--- src/hw/etcs_map.vh ---
// register map, field positions, reset values and codes of the timer channel
`ifndef ETCS_MAP_VH
`define ETCS_MAP_VH

// register byte offsets (one aligned word each)
`define ETCS_OFS_CTRL 8'h00
`define ETCS_OFS_FLAGS 8'h04
`define ETCS_OFS_TCA 8'h08
`define ETCS_OFS_TCB 8'h0C
`define ETCS_OFS_COUNT 8'h10
`define ETCS_OFS_RANGE 8'h14

// reset values
`define ETCS_RST_CTRL 8'h00
`define ETCS_RST_FLAGS 3'h0
`define ETCS_RST_OS 4'h0
`define ETCS_RST_TC 8'hFF
`define ETCS_RST_COUNT 8'h00
`define ETCS_RST_RANGE 1'b0
`define ETCS_RST_LEVEL 1'b0
`define ETCS_COUNT_MAX 8'hFF

// control register fields
`define ETCS_IE_MSB 7
`define ETCS_IE_LSB 5
`define ETCS_CKS_MSB 2
`define ETCS_CKS_LSB 0
`define ETCS_CKS_EXT 2

// flags register fields
`define ETCS_FLAG_MSB 7
`define ETCS_FLAG_LSB 5
`define ETCS_RSV_VAL 1'b1
`define ETCS_OS_B_MSB 3
`define ETCS_OS_B_LSB 2
`define ETCS_OS_A_MSB 1
`define ETCS_OS_A_LSB 0
`define ETCS_FLAG_WRAP 0
`define ETCS_FLAG_A 1
`define ETCS_FLAG_B 2

// clock select low-two-bit codes
`define ETCS_SUB_NONE 2'h0
`define ETCS_SUB_1 2'h1
`define ETCS_SUB_2 2'h2
`define ETCS_SUB_3 2'h3

// output select actions
`define ETCS_OS_KEEP 2'h0
`define ETCS_OS_LOW 2'h1
`define ETCS_OS_HIGH 2'h2
`define ETCS_OS_TOG 2'h3

// prescaler tap indices: tap k falls at rate /2^(k+1)
`define ETCS_TAP_DIV2 4'h0
`define ETCS_TAP_DIV8 4'h2
`define ETCS_TAP_DIV32 4'h4
`define ETCS_TAP_DIV64 4'h5
`define ETCS_TAP_DIV128 4'h6
`define ETCS_TAP_DIV256 4'h7
`define ETCS_TAP_DIV1024 4'h9
`define ETCS_TAP_DIV2048 4'hA

// bus encodings
`define ETCS_HSIZE_WORD 3'h2
`define ETCS_HTRANS_ACT 1
`define ETCS_HRESP_OKAY 1'b0
`define ETCS_RD_PAD 24'h000000

`endif

--- src/hw/etcs_channel.v ---
// one eight-bit timer channel with its clock select, flags and output control
//
// Added by the designer: the register addresses and the AHB-Lite register port.
`default_nettype none
`include "etcs_map.vh"

module etcs_channel #(
    parameter CHANNEL = 0,
    parameter PRESC_W = 11
) (
    // system
    input wire hclk,
    input wire hresetn,
    // ahb-lite slave
    input wire hsel,
    input wire [31:0] haddr,
    input wire [1:0] htrans,
    input wire hwrite,
    input wire [2:0] hsize,
    input wire [31:0] hwdata,
    input wire hready,
    output wire hreadyout,
    output wire hresp,
    output reg [31:0] hrdata,
    // power management
    input wire standby_req,
    // timer pins
    input wire external_count_input,
    output wire timer_output_pin,
    output wire timer_output_en,
    // interrupt request lines
    output wire irq_compare_a,
    output wire irq_compare_b,
    output wire irq_wrap
);

    // ****************************************
    // bus slave
    // ****************************************

    localparam ST_IDLE = 3'b001;
    localparam ST_RDW = 3'b010;
    localparam ST_RDD = 3'b100;

    reg [2:0] bus_st;
    reg [2:0] next_bus_st;
    reg [7:0] dp_addr;
    reg wr_act;
    reg [7:0] next_rdata;

    reg [7:0] timer_control_reg;
    reg [2:0] flag;
    reg [2:0] armed;
    reg [3:0] out_sel;
    reg [7:0] time_constant_a;
    reg [7:0] time_constant_b;
    reg [7:0] count_value;
    reg prescale_range;
    reg [PRESC_W-1:0] presc;
    reg tap_q;
    reg out_level;

    wire addr_ok;
    wire wr_ctrl;
    wire wr_flags;
    wire wr_tca;
    wire wr_tcb;
    wire wr_count;
    wire wr_range;
    wire rd_flags;
    wire [7:0] wbyte;
    wire [7:0] flags_view;

    // only whole-word transfers are taken; others complete but do nothing
    assign addr_ok = hsel & htrans[`ETCS_HTRANS_ACT] & hready & (hsize == `ETCS_HSIZE_WORD);
    assign wbyte = hwdata[7:0];

    // reads insert one wait so a write just before is always seen
    assign hreadyout = ~bus_st[1];
    assign hresp = `ETCS_HRESP_OKAY;

    // data-phase write strobes
    assign wr_ctrl = wr_act & (dp_addr == `ETCS_OFS_CTRL);
    assign wr_flags = wr_act & (dp_addr == `ETCS_OFS_FLAGS);
    assign wr_tca = wr_act & (dp_addr == `ETCS_OFS_TCA);
    assign wr_tcb = wr_act & (dp_addr == `ETCS_OFS_TCB);
    assign wr_count = wr_act & (dp_addr == `ETCS_OFS_COUNT);
    assign wr_range = wr_act & (dp_addr == `ETCS_OFS_RANGE);
    assign rd_flags = bus_st[1] & (dp_addr == `ETCS_OFS_FLAGS);

    // flags register as software sees it
    assign flags_view = {flag, `ETCS_RSV_VAL, out_sel};

    // address phase capture and read sequencing
    always @(posedge hclk or negedge hresetn) begin
        if (!hresetn) begin
            bus_st <= ST_IDLE;
            dp_addr <= 8'h00;
            wr_act <= 1'b0;
        end else begin
            bus_st <= next_bus_st;
            wr_act <= addr_ok & hwrite;
            if (addr_ok) begin
                dp_addr <= haddr[7:0];
            end
        end
    end

    // next bus state
    always @* begin
        case (bus_st)
            ST_IDLE: begin
                next_bus_st = (addr_ok & ~hwrite) ? ST_RDW : ST_IDLE;
            end
            ST_RDW: begin
                next_bus_st = ST_RDD;
            end
            ST_RDD: begin
                next_bus_st = (addr_ok & ~hwrite) ? ST_RDW : ST_IDLE;
            end
            default: begin
                next_bus_st = ST_IDLE;
            end
        endcase
    end

    // read mux; unmapped offsets read as zero
    always @* begin
        case (dp_addr)
            `ETCS_OFS_CTRL: next_rdata = timer_control_reg;
            `ETCS_OFS_FLAGS: next_rdata = flags_view;
            `ETCS_OFS_TCA: next_rdata = time_constant_a;
            `ETCS_OFS_TCB: next_rdata = time_constant_b;
            `ETCS_OFS_COUNT: next_rdata = count_value;
            `ETCS_OFS_RANGE: next_rdata = {7'h00, prescale_range};
            default: next_rdata = 8'h00;
        endcase
    end

    // read data loaded at the end of the wait cycle, held until next read
    always @(posedge hclk or negedge hresetn) begin
        if (!hresetn) begin
            hrdata <= 32'h00000000;
        end else if (bus_st[1]) begin
            hrdata <= {`ETCS_RD_PAD, next_rdata};
        end
    end

    // ****************************************
    // control and constant registers
    // ****************************************

    // standby puts everything but the shared range bit back to reset
    always @(posedge hclk or negedge hresetn) begin
        if (!hresetn) begin
            timer_control_reg <= `ETCS_RST_CTRL;
            out_sel <= `ETCS_RST_OS;
            time_constant_a <= `ETCS_RST_TC;
            time_constant_b <= `ETCS_RST_TC;
            prescale_range <= `ETCS_RST_RANGE;
        end else if (standby_req) begin
            timer_control_reg <= `ETCS_RST_CTRL;
            out_sel <= `ETCS_RST_OS;
            time_constant_a <= `ETCS_RST_TC;
            time_constant_b <= `ETCS_RST_TC;
        end else begin
            // unused clear-select bits 4:3 are not kept and read zero
            if (wr_ctrl) begin
                timer_control_reg <= {wbyte[`ETCS_IE_MSB:`ETCS_IE_LSB], 2'h0,
                                      wbyte[`ETCS_CKS_MSB:`ETCS_CKS_LSB]};
            end
            if (wr_flags) begin
                out_sel <= wbyte[`ETCS_OS_B_MSB:`ETCS_OS_A_LSB];
            end
            if (wr_tca) begin
                time_constant_a <= wbyte;
            end
            if (wr_tcb) begin
                time_constant_b <= wbyte;
            end
            if (wr_range) begin
                prescale_range <= wbyte[0];
            end
        end
    end

    // ****************************************
    // count source selection
    // ****************************************

    wire [2:0] cks;
    wire ext_rise;
    wire ext_fall;
    wire tap_now;
    wire int_pulse;
    reg ext_pulse;
    reg [3:0] tap_idx;
    wire count_pulse;

    assign cks = timer_control_reg[`ETCS_CKS_MSB:`ETCS_CKS_LSB];

    // external input is cleaned up before it may count
    etcs_ext_edge u_ext_edge (
        .hclk(hclk),
        .hresetn(hresetn),
        .pin_in(external_count_input),
        .rise(ext_rise),
        .fall(ext_fall)
    );

    // free-running prescaler, taps give the internal rates
    always @(posedge hclk or negedge hresetn) begin
        if (!hresetn) begin
            presc <= {PRESC_W{1'b0}};
        end else begin
            presc <= presc + {{(PRESC_W-1){1'b0}}, 1'b1};
        end
    end

    // tap choice per channel and range bit
    always @* begin
        case (cks[1:0])
            `ETCS_SUB_1: begin
                tap_idx = prescale_range ? `ETCS_TAP_DIV2 : `ETCS_TAP_DIV8;
            end
            `ETCS_SUB_2: begin
                if (!prescale_range) begin
                    tap_idx = `ETCS_TAP_DIV64;
                end else if (CHANNEL == 0) begin
                    tap_idx = `ETCS_TAP_DIV32;
                end else begin
                    tap_idx = `ETCS_TAP_DIV128;
                end
            end
            default: begin
                if (!prescale_range) begin
                    tap_idx = `ETCS_TAP_DIV1024;
                end else if (CHANNEL == 0) begin
                    tap_idx = `ETCS_TAP_DIV256;
                end else begin
                    tap_idx = `ETCS_TAP_DIV2048;
                end
            end
        endcase
    end

    // a tap swap from high to low looks like a falling edge and counts
    assign tap_now = presc[tap_idx];

    always @(posedge hclk or negedge hresetn) begin
        if (!hresetn) begin
            tap_q <= 1'b0;
        end else begin
            tap_q <= tap_now;
        end
    end

    // internal rates count on the falling edge of the tap
    assign int_pulse = ~cks[`ETCS_CKS_EXT] & (cks[1:0] != `ETCS_SUB_NONE)
                       & tap_q & ~tap_now;

    // external edge modes, range bit plays no part
    always @* begin
        case ({cks[`ETCS_CKS_EXT], cks[1:0]})
            {1'b1, `ETCS_SUB_1}: ext_pulse = ext_rise;
            {1'b1, `ETCS_SUB_2}: ext_pulse = ext_fall;
            {1'b1, `ETCS_SUB_3}: ext_pulse = ext_rise | ext_fall;
            default: ext_pulse = 1'b0;
        endcase
    end

    // a counter write in the same cycle wins over the increment
    assign count_pulse = (int_pulse | ext_pulse) & ~wr_count;

    // ****************************************
    // counter and compare events
    // ****************************************

    wire match_a;
    wire match_b;
    wire wrap_evt;
    wire [2:0] set_evt;
    wire [2:0] clr_req;
    wire [2:0] irq_vec;

    // eight-bit up counter, software accessible except while standby holds it at reset
    always @(posedge hclk or negedge hresetn) begin
        if (!hresetn) begin
            count_value <= `ETCS_RST_COUNT;
        end else if (standby_req) begin
            count_value <= `ETCS_RST_COUNT;
        end else if (wr_count) begin
            count_value <= wbyte;
        end else if (count_pulse) begin
            count_value <= count_value + 8'h01;
        end
    end

    // compare fires as the matching value is left; a constant write masks it
    assign match_a = count_pulse & ~wr_tca & (count_value == time_constant_a);
    assign match_b = count_pulse & ~wr_tcb & (count_value == time_constant_b);
    assign wrap_evt = count_pulse & (count_value == `ETCS_COUNT_MAX);

    assign set_evt = {match_b, match_a, wrap_evt};

    // ****************************************
    // status flags and request lines
    // ****************************************

    genvar gi;
    generate
        for (gi = 0; gi < 3; gi = gi + 1) begin : g_flag
            // a zero write clears only a flag that was read as set
            assign clr_req[gi] = wr_flags & armed[gi] & ~wbyte[`ETCS_FLAG_LSB + gi];

            always @(posedge hclk or negedge hresetn) begin
                if (!hresetn) begin
                    flag[gi] <= 1'b0;
                    armed[gi] <= 1'b0;
                end else if (standby_req) begin
                    flag[gi] <= 1'b0;
                    armed[gi] <= 1'b0;
                end else begin
                    // set beats clear so no event is lost; ones are ignored
                    flag[gi] <= set_evt[gi] | (flag[gi] & ~clr_req[gi]);
                    if (rd_flags) begin
                        armed[gi] <= flag[gi];
                    end else if (clr_req[gi] & ~set_evt[gi]) begin
                        armed[gi] <= 1'b0;
                    end
                end
            end

            // request line follows flag and its enable
            assign irq_vec[gi] = flag[gi] & timer_control_reg[`ETCS_IE_LSB + gi];
        end
    endgenerate

    assign irq_wrap = irq_vec[`ETCS_FLAG_WRAP];
    assign irq_compare_a = irq_vec[`ETCS_FLAG_A];
    assign irq_compare_b = irq_vec[`ETCS_FLAG_B];

    // ****************************************
    // timer output
    // ****************************************

    wire [1:0] act_a;
    wire [1:0] act_b;
    reg next_level;

    assign act_a = match_a ? out_sel[`ETCS_OS_A_MSB:`ETCS_OS_A_LSB] : `ETCS_OS_KEEP;
    assign act_b = match_b ? out_sel[`ETCS_OS_B_MSB:`ETCS_OS_B_LSB] : `ETCS_OS_KEEP;

    // when both fire, toggle outranks high which outranks low
    always @* begin
        if (act_a == `ETCS_OS_TOG || act_b == `ETCS_OS_TOG) begin
            next_level = ~out_level;
        end else if (act_a == `ETCS_OS_HIGH || act_b == `ETCS_OS_HIGH) begin
            next_level = 1'b1;
        end else if (act_a == `ETCS_OS_LOW || act_b == `ETCS_OS_LOW) begin
            next_level = 1'b0;
        end else begin
            next_level = out_level;
        end
    end

    // output level starts low and moves only on compare, or back to low on standby
    always @(posedge hclk or negedge hresetn) begin
        if (!hresetn) begin
            out_level <= `ETCS_RST_LEVEL;
        end else if (standby_req) begin
            out_level <= `ETCS_RST_LEVEL;
        end else begin
            out_level <= next_level;
        end
    end

    // with every select bit clear the output function is off and the pin low
    assign timer_output_en = |out_sel;
    assign timer_output_pin = out_level & timer_output_en;

endmodule // etcs_channel

`default_nettype wire

--- src/hw/etcs_ext_edge.v ---
// synchroniser and edge detector for the external count input
`default_nettype none

module etcs_ext_edge (
    // system
    input wire hclk,
    input wire hresetn,
    // raw pin
    input wire pin_in,
    // one-cycle edge pulses
    output wire rise,
    output wire fall
);

    reg sync_a;
    reg sync_b;
    reg sync_c;

    // two flops tame metastability, the third holds the previous level
    always @(posedge hclk or negedge hresetn) begin
        if (!hresetn) begin
            sync_a <= 1'b0;
            sync_b <= 1'b0;
            sync_c <= 1'b0;
        end else begin
            sync_a <= pin_in;
            sync_b <= sync_a;
            sync_c <= sync_b;
        end
    end

    // edges seen only on settled samples, so a glitch never counts twice
    assign rise = sync_b & ~sync_c;
    assign fall = ~sync_b & sync_c;

endmodule // etcs_ext_edge

`default_nettype wire

--- config.mk ---
export PLATFORM = sky130hd
export DESIGN_NAME = etcs_channel
export DESIGN_NICKNAME = d
export VERILOG_FILES = /design/src/hw/etcs_channel.v /design/src/hw/etcs_ext_edge.v
export VERILOG_INCLUDE_DIRS = /design/src /design/src/hw
export SDC_FILE = /design/constraint.sdc
export NUM_CORES = 1
export LEC_CHECK = 0
export BUFFER_PORTS_ARGS = -buffer_cell sky130_fd_sc_hd__buf_2
export CORE_ASPECT_RATIO = 1.4
export CORE_MARGIN = 1
export CORE_UTILIZATION = 30
export DETAILED_ROUTE_END_ITERATION = 16
export GPL_TIMING_DRIVEN = 0
export PLACE_DENSITY_LB_ADDON = 0.3
export SETUP_SLACK_MARGIN = 0.5
export SLEW_MARGIN = 10
export SYNTH_ARGS = -nofsm -noshare
export SYNTH_HDL_FRONTEND = slang
export SYNTH_SLANG_ARGS = --single-unit
--- constraint.sdc ---
create_clock -name hclk -period 3.88 [get_ports hclk]
set_input_delay 0.194 -clock hclk [delete_from_list [all_inputs] [get_ports hclk]]
set_output_delay 0.194 -clock hclk [all_outputs]
set_load 0.005 [all_outputs]
=== After elaboration in Yosys (flattened, before gate mapping) ===
Cells that the tools add are included.
W data, S select, Z words.

* Register bits after elaboration: 79
* Output and inout bits: 39
* Memory bits (read-only): 0
* Memory bits (writable): 0
* Latch bits: 0
* Input port bits: 76
* Memories kept: 0

* Reductions and logical operators: 17
* Equality and inequality tests: 23
* Shift operators: 0
* Magnitude comparators: 1
* Add/subtract/negate cells: 2
* Muxes and demuxes: 39
* Bitwise gates (word level): 64
* Div/mod/pow operators: 0
* $mul: 0

{| class="wikitable"
|+ Operators with widths
! kind !! count
|-
| $mux W8 || 9
|-
| $pmux W8 S6 || 1
|-
| $and A1 B1 Y1 || 39
|-
| $not A1 Y1 || 20
|-
| $mux W1 || 18
|-
| $eq A8 B4 Y1 const B || 2
|-
| $eq A8 B5 Y1 const B || 2
|-
| $eq A8 B8 Y1 || 2
|-
| $eq A3 B3 Y1 const B || 4
|-
| $mux W4 || 3
|-
| $reduce_bool A3 Y1 || 4
|-
| $add A11 B1 Y11 const B || 1
|-
| $eq A2 B2 Y1 const B || 5
|-
| $reduce_bool A2 Y1 || 5
|-
| $add A8 B1 Y8 const B || 1
|-
| $eq A8 B3 Y1 const B || 1
|-
| $eq A8 B8 Y1 const B || 1
|-
| $logic_not A8 Y1 || 1
|-
| $mux W2 || 4
|-
| $pmux W4 S2 || 1
|-
| $eq A2 B1 Y1 const B || 3
|-
| $eq A3 B2 Y1 const B || 2
|-
| $pmux W3 S2 || 1
|-
| $lt A4 B5 Y1 const B || 1
|-
| other kinds (9) || 15
|}

=== Longest topological paths before layout ===
Gate-level depths: netlist (run 1).

* Depth after elaboration: 17
* Mapped depth: 10
* Mapped depth without buffers: 8

=== Modules after synthesis ===
From an unflattened synthesis (run 1), not the netlist that was laid out.

* Cell total of the unflattened synthesis: 407
* Area, all modules: 4401.7 um2

{| class="wikitable"
|+ Modules (own cells, without submodules)
! module !! area an instance (um2) !! instances !! seq. area each (um2) !! cells an instance
|-
| etcs_channel || 4311.6 || 1 || 1848.0 || 402
|-
| etcs_ext_edge || 90.1 || 1 || 75.1 || 5
|}

=== Worst setup path before layout (run 1) ===
Ideal clock, no wire load.

* Kind: reg-to-reg
* Start: register timer_control_reg[0]
* End: register count_value[7]
* Setup slack: 1.358 ns
* Path buffers: 1
* Cell stages (with the launch flop): 10
* Period minus slack after synthesis: 2.522 ns
* Arrival time: 2.422 ns
* Library setup time: 0.099 ns
* Cells stage by stage: dfrtp_1 inv_1 ha_1 buf_4 mux2i_1 mux2i_1 a22oi_2 o41a_1 or4_1 a311oi_1

* Word-level cells in the longest chain between the ends: 9
* Elaborated cells on any way between the ends: 17

{| class="wikitable"
|+ RTL lines
! element !! line !! text
|-
| from (decl) || etcs_channel.v:51 || <nowiki>reg [7:0] timer_control_reg;</nowiki>
|-
| from (signal assigned) || etcs_channel.v:156 || <nowiki>timer_control_reg <= `ETCS_RST_CTRL;</nowiki>
|-
| from (signal assigned) || etcs_channel.v:162 || <nowiki>timer_control_reg <= `ETCS_RST_CTRL;</nowiki>
|-
| from (signal assigned) || etcs_channel.v:169 || <nowiki>timer_control_reg <= {wbyte[`ETCS_IE_MSB:`ETCS_IE_LSB], 2'h0,</nowiki>
|-
| $eq A2 B2 Y1 or $eq A2 B1 Y1 (tied branches) || etcs_channel.v:222 || <nowiki>case (cks[1:0])</nowiki>
|-
| $pmux W4 S2 || etcs_channel.v:222 ||
|-
| $bmux W1 S4 || etcs_channel.v:248 || <nowiki>assign tap_now = presc[tap_idx];</nowiki>
|-
| $mux W1 (not written as such) || etcs_channel.v:248 ||
|-
| $not A1 Y1 || etcs_channel.v:260 || <nowiki>& tap_q & ~tap_now;</nowiki>
|-
| $and A1 B1 Y1 || etcs_channel.v:259 || <nowiki>assign int_pulse = ~cks[`ETCS_CKS_EXT] & (cks[1:0] != `ETCS_SUB_NONE)</nowiki>
|-
| $or A1 B1 Y1 (*) || etcs_channel.v:273 || <nowiki>assign count_pulse = (int_pulse | ext_pulse) & ~wr_count;</nowiki>
|-
| $and A1 B1 Y1 (*) || etcs_channel.v:273 ||
|-
| $reduce_bool A3 Y1 (no source line) (*) || -- ||
|-
| to (signal assigned) || etcs_channel.v:289 || <nowiki>count_value <= `ETCS_RST_COUNT;</nowiki>
|-
| to (signal assigned) || etcs_channel.v:291 || <nowiki>count_value <= `ETCS_RST_COUNT;</nowiki>
|-
| to (signal assigned) || etcs_channel.v:293 || <nowiki>count_value <= wbyte;</nowiki>
|-
| to (decl) || etcs_channel.v:57 || <nowiki>reg [7:0] count_value;</nowiki>
|}

Every way passes the cells marked *; elsewhere a longest branch is shown, timed or not. The select of a mux whose other input is x is not followed.
A chain may end at the register's enable or synchronous reset.

=== Worst setup path after layout (run 1) ===
* Start: register timer_control_reg[0]
* End: register out_level

* Word-level cells in the longest chain between the ends: 16
* Elaborated cells on any way between the ends: 35

{| class="wikitable"
|+ RTL lines
! element !! line !! text
|-
| $eq A2 B2 Y1 or $eq A2 B1 Y1 (tied branches) || etcs_channel.v:222 ||
|-
| $pmux W4 S2 || etcs_channel.v:222 ||
|-
| $bmux W1 S4 || etcs_channel.v:248 ||
|-
| $mux W1 (not written as such) || etcs_channel.v:248 ||
|-
| $not A1 Y1 || etcs_channel.v:260 ||
|-
| $and A1 B1 Y1 || etcs_channel.v:259 ||
|-
| $or A1 B1 Y1 (*) || etcs_channel.v:273 ||
|-
| $and A1 B1 Y1 (*) || etcs_channel.v:273 ||
|-
| $and A1 B1 Y1, on equally long branches (2 in series) || etcs_channel.v:300, etcs_channel.v:301 ||
|-
| $mux W2 (no source line) || -- ||
|-
| $eq A2 B2 Y1 (no source line) || -- ||
|-
| $logic_or A1 B1 Y1 (no source line) || -- ||
|-
| $mux W1 || etcs_channel.v:358 || <nowiki>end else if (act_a == `ETCS_OS_HIGH || act_b == `ETCS_OS_HIGH) begin</nowiki>
|-
| $mux W1 || etcs_channel.v:356 || <nowiki>if (act_a == `ETCS_OS_TOG || act_b == `ETCS_OS_TOG) begin</nowiki>
|-
| $mux W1 || etcs_channel.v:371 || <nowiki>end else if (standby_req) begin</nowiki>
|-
| to (signal assigned) || etcs_channel.v:370 || <nowiki>out_level <= `ETCS_RST_LEVEL;</nowiki>
|-
| to (signal assigned) || etcs_channel.v:372 || <nowiki>out_level <= `ETCS_RST_LEVEL;</nowiki>
|-
| to (signal assigned) || etcs_channel.v:374 || <nowiki>out_level <= next_level;</nowiki>
|-
| to (decl) || etcs_channel.v:61 || <nowiki>reg out_level;</nowiki>
|}

Marked as above.

==> results of run 1 <==
[logic make-up after synthesis]
group / Yosys count / share of synthesized area (%)
buf+inv: 61 / 7.74
fa+ha+maj: 9 / 2.66
other cells: 1 / 0.0886
mux: 18 / 4.49
compound gates: 93 / 16.3
xor+xnor: 25 / 5.17
simple gates: 150 / 18.1
flops: 76 / 45.4
[critical path: stages, from the launching register on]
cell and delay [ns]:
dfrtp_1 0.45, inv_1 0.11, ha_1 0.21, buf_4 0.16
mux2i_1 0.18, mux2i_1 0.24, a22oi_2 0.12, o41a_1 0.44
clkbuf_1 0.27, o41ai_1 0.41, a31oi_1 0.13
[metrics by stage]
step / hold slack [ns] / setup slack, ns
finish: 0.0403 / 1.02
global route: 0.0379 / 0.863
detailed placement: 0.0640 / 1.06
CTS: 0.0269 / 1.02
floorplan: -0.102 / 1.36
global placement: 0.310 / 1.07
[area by class of cell]
class                           count  area (um2)
Fill cell                        1456        8780
Tap cell                          185         231
Buffer                             50         287
Clock buffer                       14         254
Timing Repair Buffer               42         245
Inverter                           11        41.3
Sequential cell                    76        1920
Multi-Input combinational cell    320        2070
Clock inverter                      2        10.0
[power groups by stage]
stage,clock [W],combinational [W],sequential [W]
after floorplan,0,0.0000973,0.000846
after global placement,0,0.000159,0.000850
after detailed placement,0,0.000165,0.000851
after CTS,0.000788,0.000167,0.000838
after global routing,0.000826,0.000188,0.000843
final,0.000762,0.000167,0.000838
[Yosys cell counts (all sizes together), types with 6 or more instances]
master	instances	share of area (%)
ha	9	2.7
inv	9	0.80
o21ai	10	1.2
a311oi	10	2.1
nand2	46	4.1
nand3	26	3.1
mux2i	10	2.4
a22oi	12	2.2
nand4	11	1.6
dfrtp	59	35
nor2	18	1.6
dfstp	17	11
and3	9	1.3
nand2b	6	0.89
and2	6	0.89
a21o	7	1.2
clkbuf	23	2.0
o211ai	10	1.8
a21oi	21	2.5
xor2	10	2.1
mux2	8	2.1
xnor2	15	3.1
buf	27	4.7
[path summary, 6_finish.rpt]
path	startpoint	endpoint	slack, ns	cells past startpoint
max	timer_control_reg[0]	out_level	1.02	10
min	hwrite	bus_st[1]	0.04	2
max reg2reg	timer_control_reg[0]	out_level	1.02	10
min reg2reg	u_ext_edge.sync_a	u_ext_edge.sync_b	0.36	0
max in group asynchronous	hresetn	time_constant_b[1]	2.98	3
min in group asynchronous	hresetn	presc[8]	0.25	2
[per-layer routing]
metal	vias to the layer above	wire length, um	GRT usage (%)
met4	0	520	12.0
li1	1678	-	-
met1	1815	4830	20.9
met5	-	0	0
met2	132	5940	28.7
met3	27	567	2.95
==> results.toml, run 1 <==
[sta]
clock.fmax_mhz = 350
finalMaxSlewViolations = 0
finalHoldViolations = 0
finClkSkew_ns = 0.00855
worstMarginPinSlew_ns = 0.768
min_period_ns = 2.86
finalCritPeriodShare_pct = 73.6
setup_viol = 0
slew_headroom_pct = 48.3
rsz0062_at_grt = "false"
tns_ns = 0

[critical_path]
arrival_ns = 3.07
cp-start-kind = "register"
worstPathRequired_ns = 4.09
cp-end-kind = "register"
critPathKind = "reg -> reg"
crit_fanout = 10

[route]
wl_per_cell_um = 16.9
first_iter_violations = 268
drt-pass1-iter-count = 5
dr_total_vias = 3652
drt_wl_total_um = 11900
drcViolationCount = 0
viasPerCell = 5.22
antenna_left = 0

[finish]
n_antenna_cell = 0
final_cell_count_no_fill = 700
syn_to_final_growth_pct = 19.6
most-common-layout-cells = "59 x dfrtp_1, 46 x nand2_1, 39 x buf_2"
largest_reg_flops = 10
fin_nets = 595
fin_util_pct = 36.6
largest-register = "presc"
final_cell_area_um2 = 5060
mostFrequentLayoutCell = "dfrtp_1"
drive_gt1_share_pct = 21.0

[floorplanning]
die_x_um = 102
die_area_um2 = 14600
core_area_um2 = 13800
fp.dieH_um = 143
start_util_pct = 30.6
io_pins = 115
row_count = 51

[clock_network]
htreeDepth = 3
cts_root_buf = "clkbuf_16"
cts_buffers = 9
clkLatencyLatePin_ns = 0.34
cts_tree = "yes"
ctsLongestPathBuffers = 2
post_cts_buffers = 0
cts_resized = 0
clk_pin_slew_ns = 0.06
cts.sinks = 76
ctsHoldBuffers = 2

[synth]
ys.flop_type = "dfrtp_1"
synth_edf_count = 0
ys_seq_elements = 76
async_flop_share_pct = 100
synth_area_per_cell_um2 = 9.78
ys_types = 57
yosys_warnings = 0
syn-cell-area_um2 = 4230
yosysSeqAreaShare_pct = 45.4
syn_inst = 433

[run_status]
outcome = "completed"

[pwr]
powerDensity_nw_per_um2 = 349
power_frac_clock_pct = 43.1
leakagePower_nw = 2.30
swShare_pct = 24.4
power.switching_w = 0.000432
power_frac_comb_pct = 9.5
internal_power_w = 0.00134
sequentialPowerShare_pct = 47.4
ir_worst_vdd_mv = 0.179
power.total_w = 0.00177

[grt]
antenna_found_initial = 0
grt_pass1_wl_um = 19000
grt_remaining_overflow = 0
grt_usage_pct = 17.6
grt_max_degree = 65
grt_pass1_vias = 3578

[placed_design]
io_buffers = 39
dp_hpwl_um = 8920
gp_congestion = 0.926
placedCellCount = 682
post_dp_cell_area_um2 = 4780

[flow_run]
drv_cap = 0

[hold_path]
hold_class = "in -> reg"
Power figures use the tool's default switching activity.
==> inputs of run 2 (changes only) <==
clock period = 3 ns   (was 3.88 ns; I/O delays follow)
==> run 2 against run 1 <==
Hold slack got worse by 0.0029 ns; critical path depth fell by 1; clock skew fell by 0.0012 ns; sequential share of layout area fell by 1.8 points; total power rose by 37%; wire length rose by 0.44%; critical endpoint is now count_value[5].
==> results.toml, run 2 (synthesized netlist as in run 1, its figures left out) <==
[run_status]
outcome = "completed"

[route]
drt_wl_total_um = 11900
drt-pass1-iter-count = 5
antenna_left = 0
wl_met1_um = 4740
drcViolationCount = 0
top_layer_used = "met4"
wl_per_cell_um = 16.8
viasPerCell = 5.18
dr_total_vias = 3677
met3WireLength_um = 572
first_iter_violations = 319
wl_met2_um = 6090

[floorplanning]
io_pins = 115
fp.dieH_um = 143
row_count = 51
die_x_um = 102
core_area_um2 = 13800
start_util_pct = 30.6
die_area_um2 = 14600

[pwr]
power_frac_comb_pct = 9.4
power_frac_clock_pct = 45.6
power.switching_w = 0.000600
swShare_pct = 24.8
leakagePower_nw = 2.39
internal_power_w = 0.00182
powerDensity_nw_per_um2 = 456
power.total_w = 0.00242
sequentialPowerShare_pct = 45.0
ir_worst_vdd_mv = 0.335

[clock_network]
cts_root_buf = "clkbuf_16"
ctsLongestPathBuffers = 2
clk_pin_slew_ns = 0.06
cts.sinks = 76
cts_buffers = 9
clkLatencyLatePin_ns = 0.34
htreeDepth = 3
cts_tree = "yes"

[flow_run]
drv_cap = 0

[sta]
rsz0062_at_grt = "true"
slew_headroom_pct = 50.2
timing.hold.ws_ns = 0.0373
clock.fmax_mhz = 376
finClkSkew_ns = 0.00730
tns_ns = 0
min_period_ns = 2.66
finalCritPeriodShare_pct = 88.6
finalMaxSlewViolations = 0
worstMarginPinSlew_ns = 0.744
setup_viol = 0
finalHoldViolations = 0

[critical_path]
critPathKind = "reg -> reg"
arrival_ns = 2.90
worstPathRequired_ns = 3.24
cp-start-kind = "register"
cp-end-kind = "register"
reg2reg_depth = 9
rrSetupSlack_ns = 0.34
crit_fanout = 7

[finish]
fin_nets = 605
largest-register = "presc"
mostFrequentLayoutCell = "dfrtp_1"
most-common-layout-cells = "57 x dfrtp_1, 45 x nand2_1, 39 x buf_2"
largest_reg_flops = 10
regArea_um2 = 1930
n_antenna_cell = 0
multi_input_area_um2 = 2200
drive_gt1_share_pct = 27.2
final_cell_count_no_fill = 710
syn_to_final_growth_pct = 25.6
fin_util_pct = 38.4
num-fill-cells = 1444

[placed_design]
gp_congestion = 0.935
io_buffers = 39
placedCellCount = 682
dp_hpwl_um = 8710

[grt]
antenna_found_initial = 0
grt_remaining_overflow = 0
grt_pass1_wl_um = 18900
grt_pass1_vias = 3584
grt_max_degree = 66
grt_usage_pct = 17.4

[hold_path]
hold_class = "in -> reg"
hold_path_depth = 2
==> run 2: cell types whose count changed in the layout (fill, tap and decap cells not counted), moves of 3 or more <==
cell	change
nor3_1	-3
nor3_2	+3
a311oi_1	-4
clkbuf_1	-6
buf_4	+9
a311oi_2	+4
o21ai_0	-5
o21ai_1	+5
==> run 2: power by group through the flow <==
stage | sequential [W] | combinational (W) | clock, W
after floorplan | 0.00109 | 0.000126 | 0
after CTS | 0.00108 | 0.000215 | 0.00114
final | 0.00109 | 0.000228 | 0.00111
after global routing | 0.00110 | 0.000250 | 0.00118
after global placement | 0.00110 | 0.000204 | 0
after detailed placement | 0.00110 | 0.000211 | 0
==> run 2: final timing paths <==
check	from	endpoint
max in group asynchronous	hresetn	time_constant_b[7]
worst max-delay path	timer_control_reg[0]	count_value[5]
worst min-delay path	haddr[5]	dp_addr[5]
worst max register to register	timer_control_reg[0]	count_value[5]
worst min register to register	u_ext_edge.sync_a	u_ext_edge.sync_b
min in group asynchronous	hresetn	presc[3]
==> run 2: final cells by class <==
class,count,share of cell area [%]
plain buffers,50,5.58
clock buffers,11,4.56
clock inverters,5,1.13
inverters,11,0.776
multi-input cells,320,41.3
flip-flops and latches,76,36.2
well taps,185,4.35
repair buffers,52,6.07
==> run 2: layer usage <==
metal / vias up / global-route usage (%)
li1: 1701 / -
met1: 1795 / 20.7
met2: 142 / 28.7
met3: 39 / 3.19
met4: 0 / 11.0
met5: - / 0
==> run 2: worst max-delay path, cell delays in order, from the launching register on <==
cell      delay [ns]
dfrtp_2         0.41
inv_2           0.09
ha_4            0.13
buf_6           0.10
mux2i_1         0.21
mux2i_1         0.28
a22oi_2         0.14
o41a_1          0.43
or4_1           0.50
a311oi_1        0.26
==> run 2: through the flow <==
step	area (um2)	setup WS (ns)
2_1_floorplan	4340	0.505
3_3_place_gp	4770	0.152
3_5_place_dp	4800	0.0837
4_1_cts	5240	0.388
5_1_grt	5320	0.269
6_report	5320	0.342
==> run 2: timing repair <==
item / in CTS / in global routing
gates resized for setup: 15 / 18
endpoints found under the setup margin: 15 / 26
pin swaps: 5 / 6
setup buffers: 6 / 3
hold buffers: 3 / 0
endpoints found under the hold margin: 61 / 0
==> inputs of run 3 (changes only) <==
ABC_AREA = 1   (was unset)
==> run 3 against run 2 <==
Setup slack improved by 0.41 ns; via count fell by 0.54%; critical path type unchanged; critical endpoint is now out_level; sequential share of layout area rose by 1.2 points; largest cell class unchanged; critical path depth rose by 6.
==> results.toml, run 3 <==
[grt]
grt_remaining_overflow = 0
grt_pass1_vias = 3619
grt_pass1_wl_um = 18100
antenna_found_initial = 0
grt_usage_pct = 16.5
grt_max_degree = 49

[placed_design]
io_buffers = 40
pre_cts_ws_ns = 0.759
dp_hpwl_um = 8770
gp_congestion = 0.869
post_dp_cell_area_um2 = 4820

[run_status]
outcome = "completed"

[sta]
finalCritPeriodShare_pct = 74.9
finalMaxSlewViolations = 0
clock.fmax_mhz = 445
tns_ns = 0
slew_headroom_pct = 61.1
final.setup.worst_slack_ns = 0.753
finalHoldViolations = 0
rsz0062_at_grt = "false"
worstMarginPinSlew_ns = 0.580
timing.hold.ws_ns = 0.0420
min_period_ns = 2.25
setup_viol = 0
finClkSkew_ns = 0.00578

[critical_path]
crit_fanout = 5
cp-start-kind = "register"
cp_slowest_cell = "dfrtp_1"
crit_cells = 15
path_delay_family = "simple AND/OR/NAND/NOR gates"
cpMostUsedCell = "nand3_1"
cp-end-kind = "register"
critPathKind = "reg -> reg"
worstPathRequired_ns = 3.23
crit_buf_inv = 2
arrival_ns = 2.48
crit_chain = "inv_1 > ha_1 > inv_1 > o21ai_1 > nand3_1 > nand3_1 > nand3_1 > nand2_2 > nand2_2 > nand2_1 > nand3_2 > nor2_1 > o21ai_1 > a21oi_1 > nor2_1"
reg2reg_depth = 15
cpPeakStageDelay_ns = 0.43

[clock_network]
clkLatencyLatePin_ns = 0.34
cts_root_buf = "clkbuf_16"
ctsLongestPathBuffers = 2
cts_tree = "yes"
clk_pin_slew_ns = 0.06
cts_buffers = 9
htreeDepth = 3
cts.sinks = 76
post_cts_buffers = 0

[synth]
synth_edf_count = 0
synth_area_per_cell_um2 = 8.40
synth_xor_area_share_pct = 4.52
ys_seq_elements = 76
yosys.area_share.simple_pct = 23.1
ys.flop_type = "dfrtp_1"
yosysMostFrequentCell = "nand2_1"
muxShareOfSynthArea_pct = 1.58
synth_top_family_by_area = "simple AND/OR/NAND/NOR gates"
ys_types = 45
syn_inst = 508
syn-cell-area_um2 = 4270
synth-adder-area-share_pct = 2.64
yosys_warnings = 0
synthTopCellsByCount = "85 x nand2_1, 59 x dfrtp_1, 54 x nor2_1"
netlist.area_leader.share_pct = 34.6
async_flop_share_pct = 100
synth_compound_area_share_pct = 12.2
yosysSeqAreaShare_pct = 45.1
yosys.area.top_type = "dfrtp_1"
synthTopCellsByArea = "dfrtp_1 35%, dfstp_2 10%, nand2_1 7.5%"

[route]
drt-pass1-iter-count = 5
first_iter_violations = 253
wl_per_cell_um = 14.4
drcViolationCount = 0
drt_wl_total_um = 11200
viasPerCell = 4.71
antenna_left = 0
dr_total_vias = 3657

[floorplanning]
start_util_pct = 30.7
die_x_um = 103
fp.dieH_um = 143
die_area_um2 = 14700
row_count = 51
io_pins = 115
core_area_um2 = 13900

[pwr]
power.switching_w = 0.000734
leakagePower_nw = 2.42
internal_power_w = 0.00194
power_frac_comb_pct = 15.1
ir_worst_vdd_mv = 0.271
powerDensity_nw_per_um2 = 519
sequentialPowerShare_pct = 43.7
swShare_pct = 27.5
power_frac_clock_pct = 41.2

[finish]
mostFrequentLayoutCell = "nand2_1"
num-fill-cells = 1480
largest_reg_flops = 10
most-common-layout-cells = "85 x nand2_1, 59 x dfrtp_1, 54 x nor2_1"
drive_gt1_share_pct = 23.7
fin_nets = 671
syn_to_final_growth_pct = 20.6
final_cell_area_um2 = 5140
n_antenna_cell = 0
largest-register = "presc"

[hold_path]
hold_path_depth = 2
hold_class = "in -> reg"

[flow_run]
drv_cap = 0
==> run 3: changes by cell type in the layout (fill, tap and decap cells not counted), moves of 10 or more <==
cell / previous run / this run
o21ai_1: 5 / 15
clkbuf_1: 21 / 7
inv_1: 8 / 50
nor2_1: 18 / 54
nand2_1: 45 / 85
mux2i_1: 10 / 0
o21ai_0: 5 / 15
==> run 3: logic make-up (layout without fill, tap and decap cells) <==
group / count (synthesis) / count (layout)
AO/OA/AOI/OAI: 84 / 84
XOR/XNOR: 22 / 22
adder cells (fa/ha/maj): 9 / 9
buffers and inverters: 95 / 154
flip-flops: 76 / 76
multiplexers: 6 / 6
other: 1 / 25
AND/OR/NAND/NOR: 215 / 215
==> run 3: what timing repair did <==
item                                    CTS  global route
resized for setup                         0             2
hold buffers                              2             0
endpoints found under the setup margin    0             1
endpoints found under the hold margin    21             0
==> run 3: power groups by stage <==
| stage | logic, W | clock network [W] | registers (W) |
|---|---|---|---|
| final | 0.000404 | 0.00110 | 0.00117 |
| after global routing | 0.000462 | 0.00117 | 0.00118 |
| after CTS | 0.000409 | 0.00113 | 0.00117 |
| after detailed placement | 0.000404 | 0 | 0.00119 |
| after global placement | 0.000392 | 0 | 0.00118 |
| after floorplan | 0.000281 | 0 | 0.00117 |
==> run 3: metrics by stage <==
step                utilization [%]  total power, W  cells
finish                         37.0         0.00267    776
global route                   37.0         0.00281    776
CTS                            37.0         0.00270    776
detailed placement             34.6         0.00159    758
global placement               34.4         0.00158    757
floorplan                         -         0.00145    532
==> run 3: worst paths after layout <==
check                                          start                 end  slack (ns)
worst max-delay path            timer_control_reg[1]           out_level        0.75
worst max register to register  timer_control_reg[1]           out_level        0.75
worst min-delay path                        haddr[2]          dp_addr[2]        0.04
max in group asynchronous                    hresetn  time_constant_a[4]        2.07
min in group asynchronous                    hresetn            presc[8]        0.29
worst min register to register     u_ext_edge.sync_a   u_ext_edge.sync_b        0.36
==> run 3: final cells by class <==
cell class                      instances  area (um2)  share of cell area, %
Multi-Input combinational cell        361        1970                   38.4
Timing Repair Buffer                   43         250                   4.86
Tap cell                              185         231                   4.50
Clock inverter                          5        61.3                   1.19
Sequential cell                        76        1920                   37.4
Buffer                                 37         243                   4.72
Inverter                               58         218                   4.23
Clock buffer                           11         243                   4.72
==> run 3: layer usage <==
layer  track usage [%]  vias up  part of all wire, %
li1                  -     1793                    -
met1              19.8     1740                   41
met2              28.0      104                   52
met3              2.79       20                  4.2
met4              8.15        0                  3.4
met5                 0        -                    0
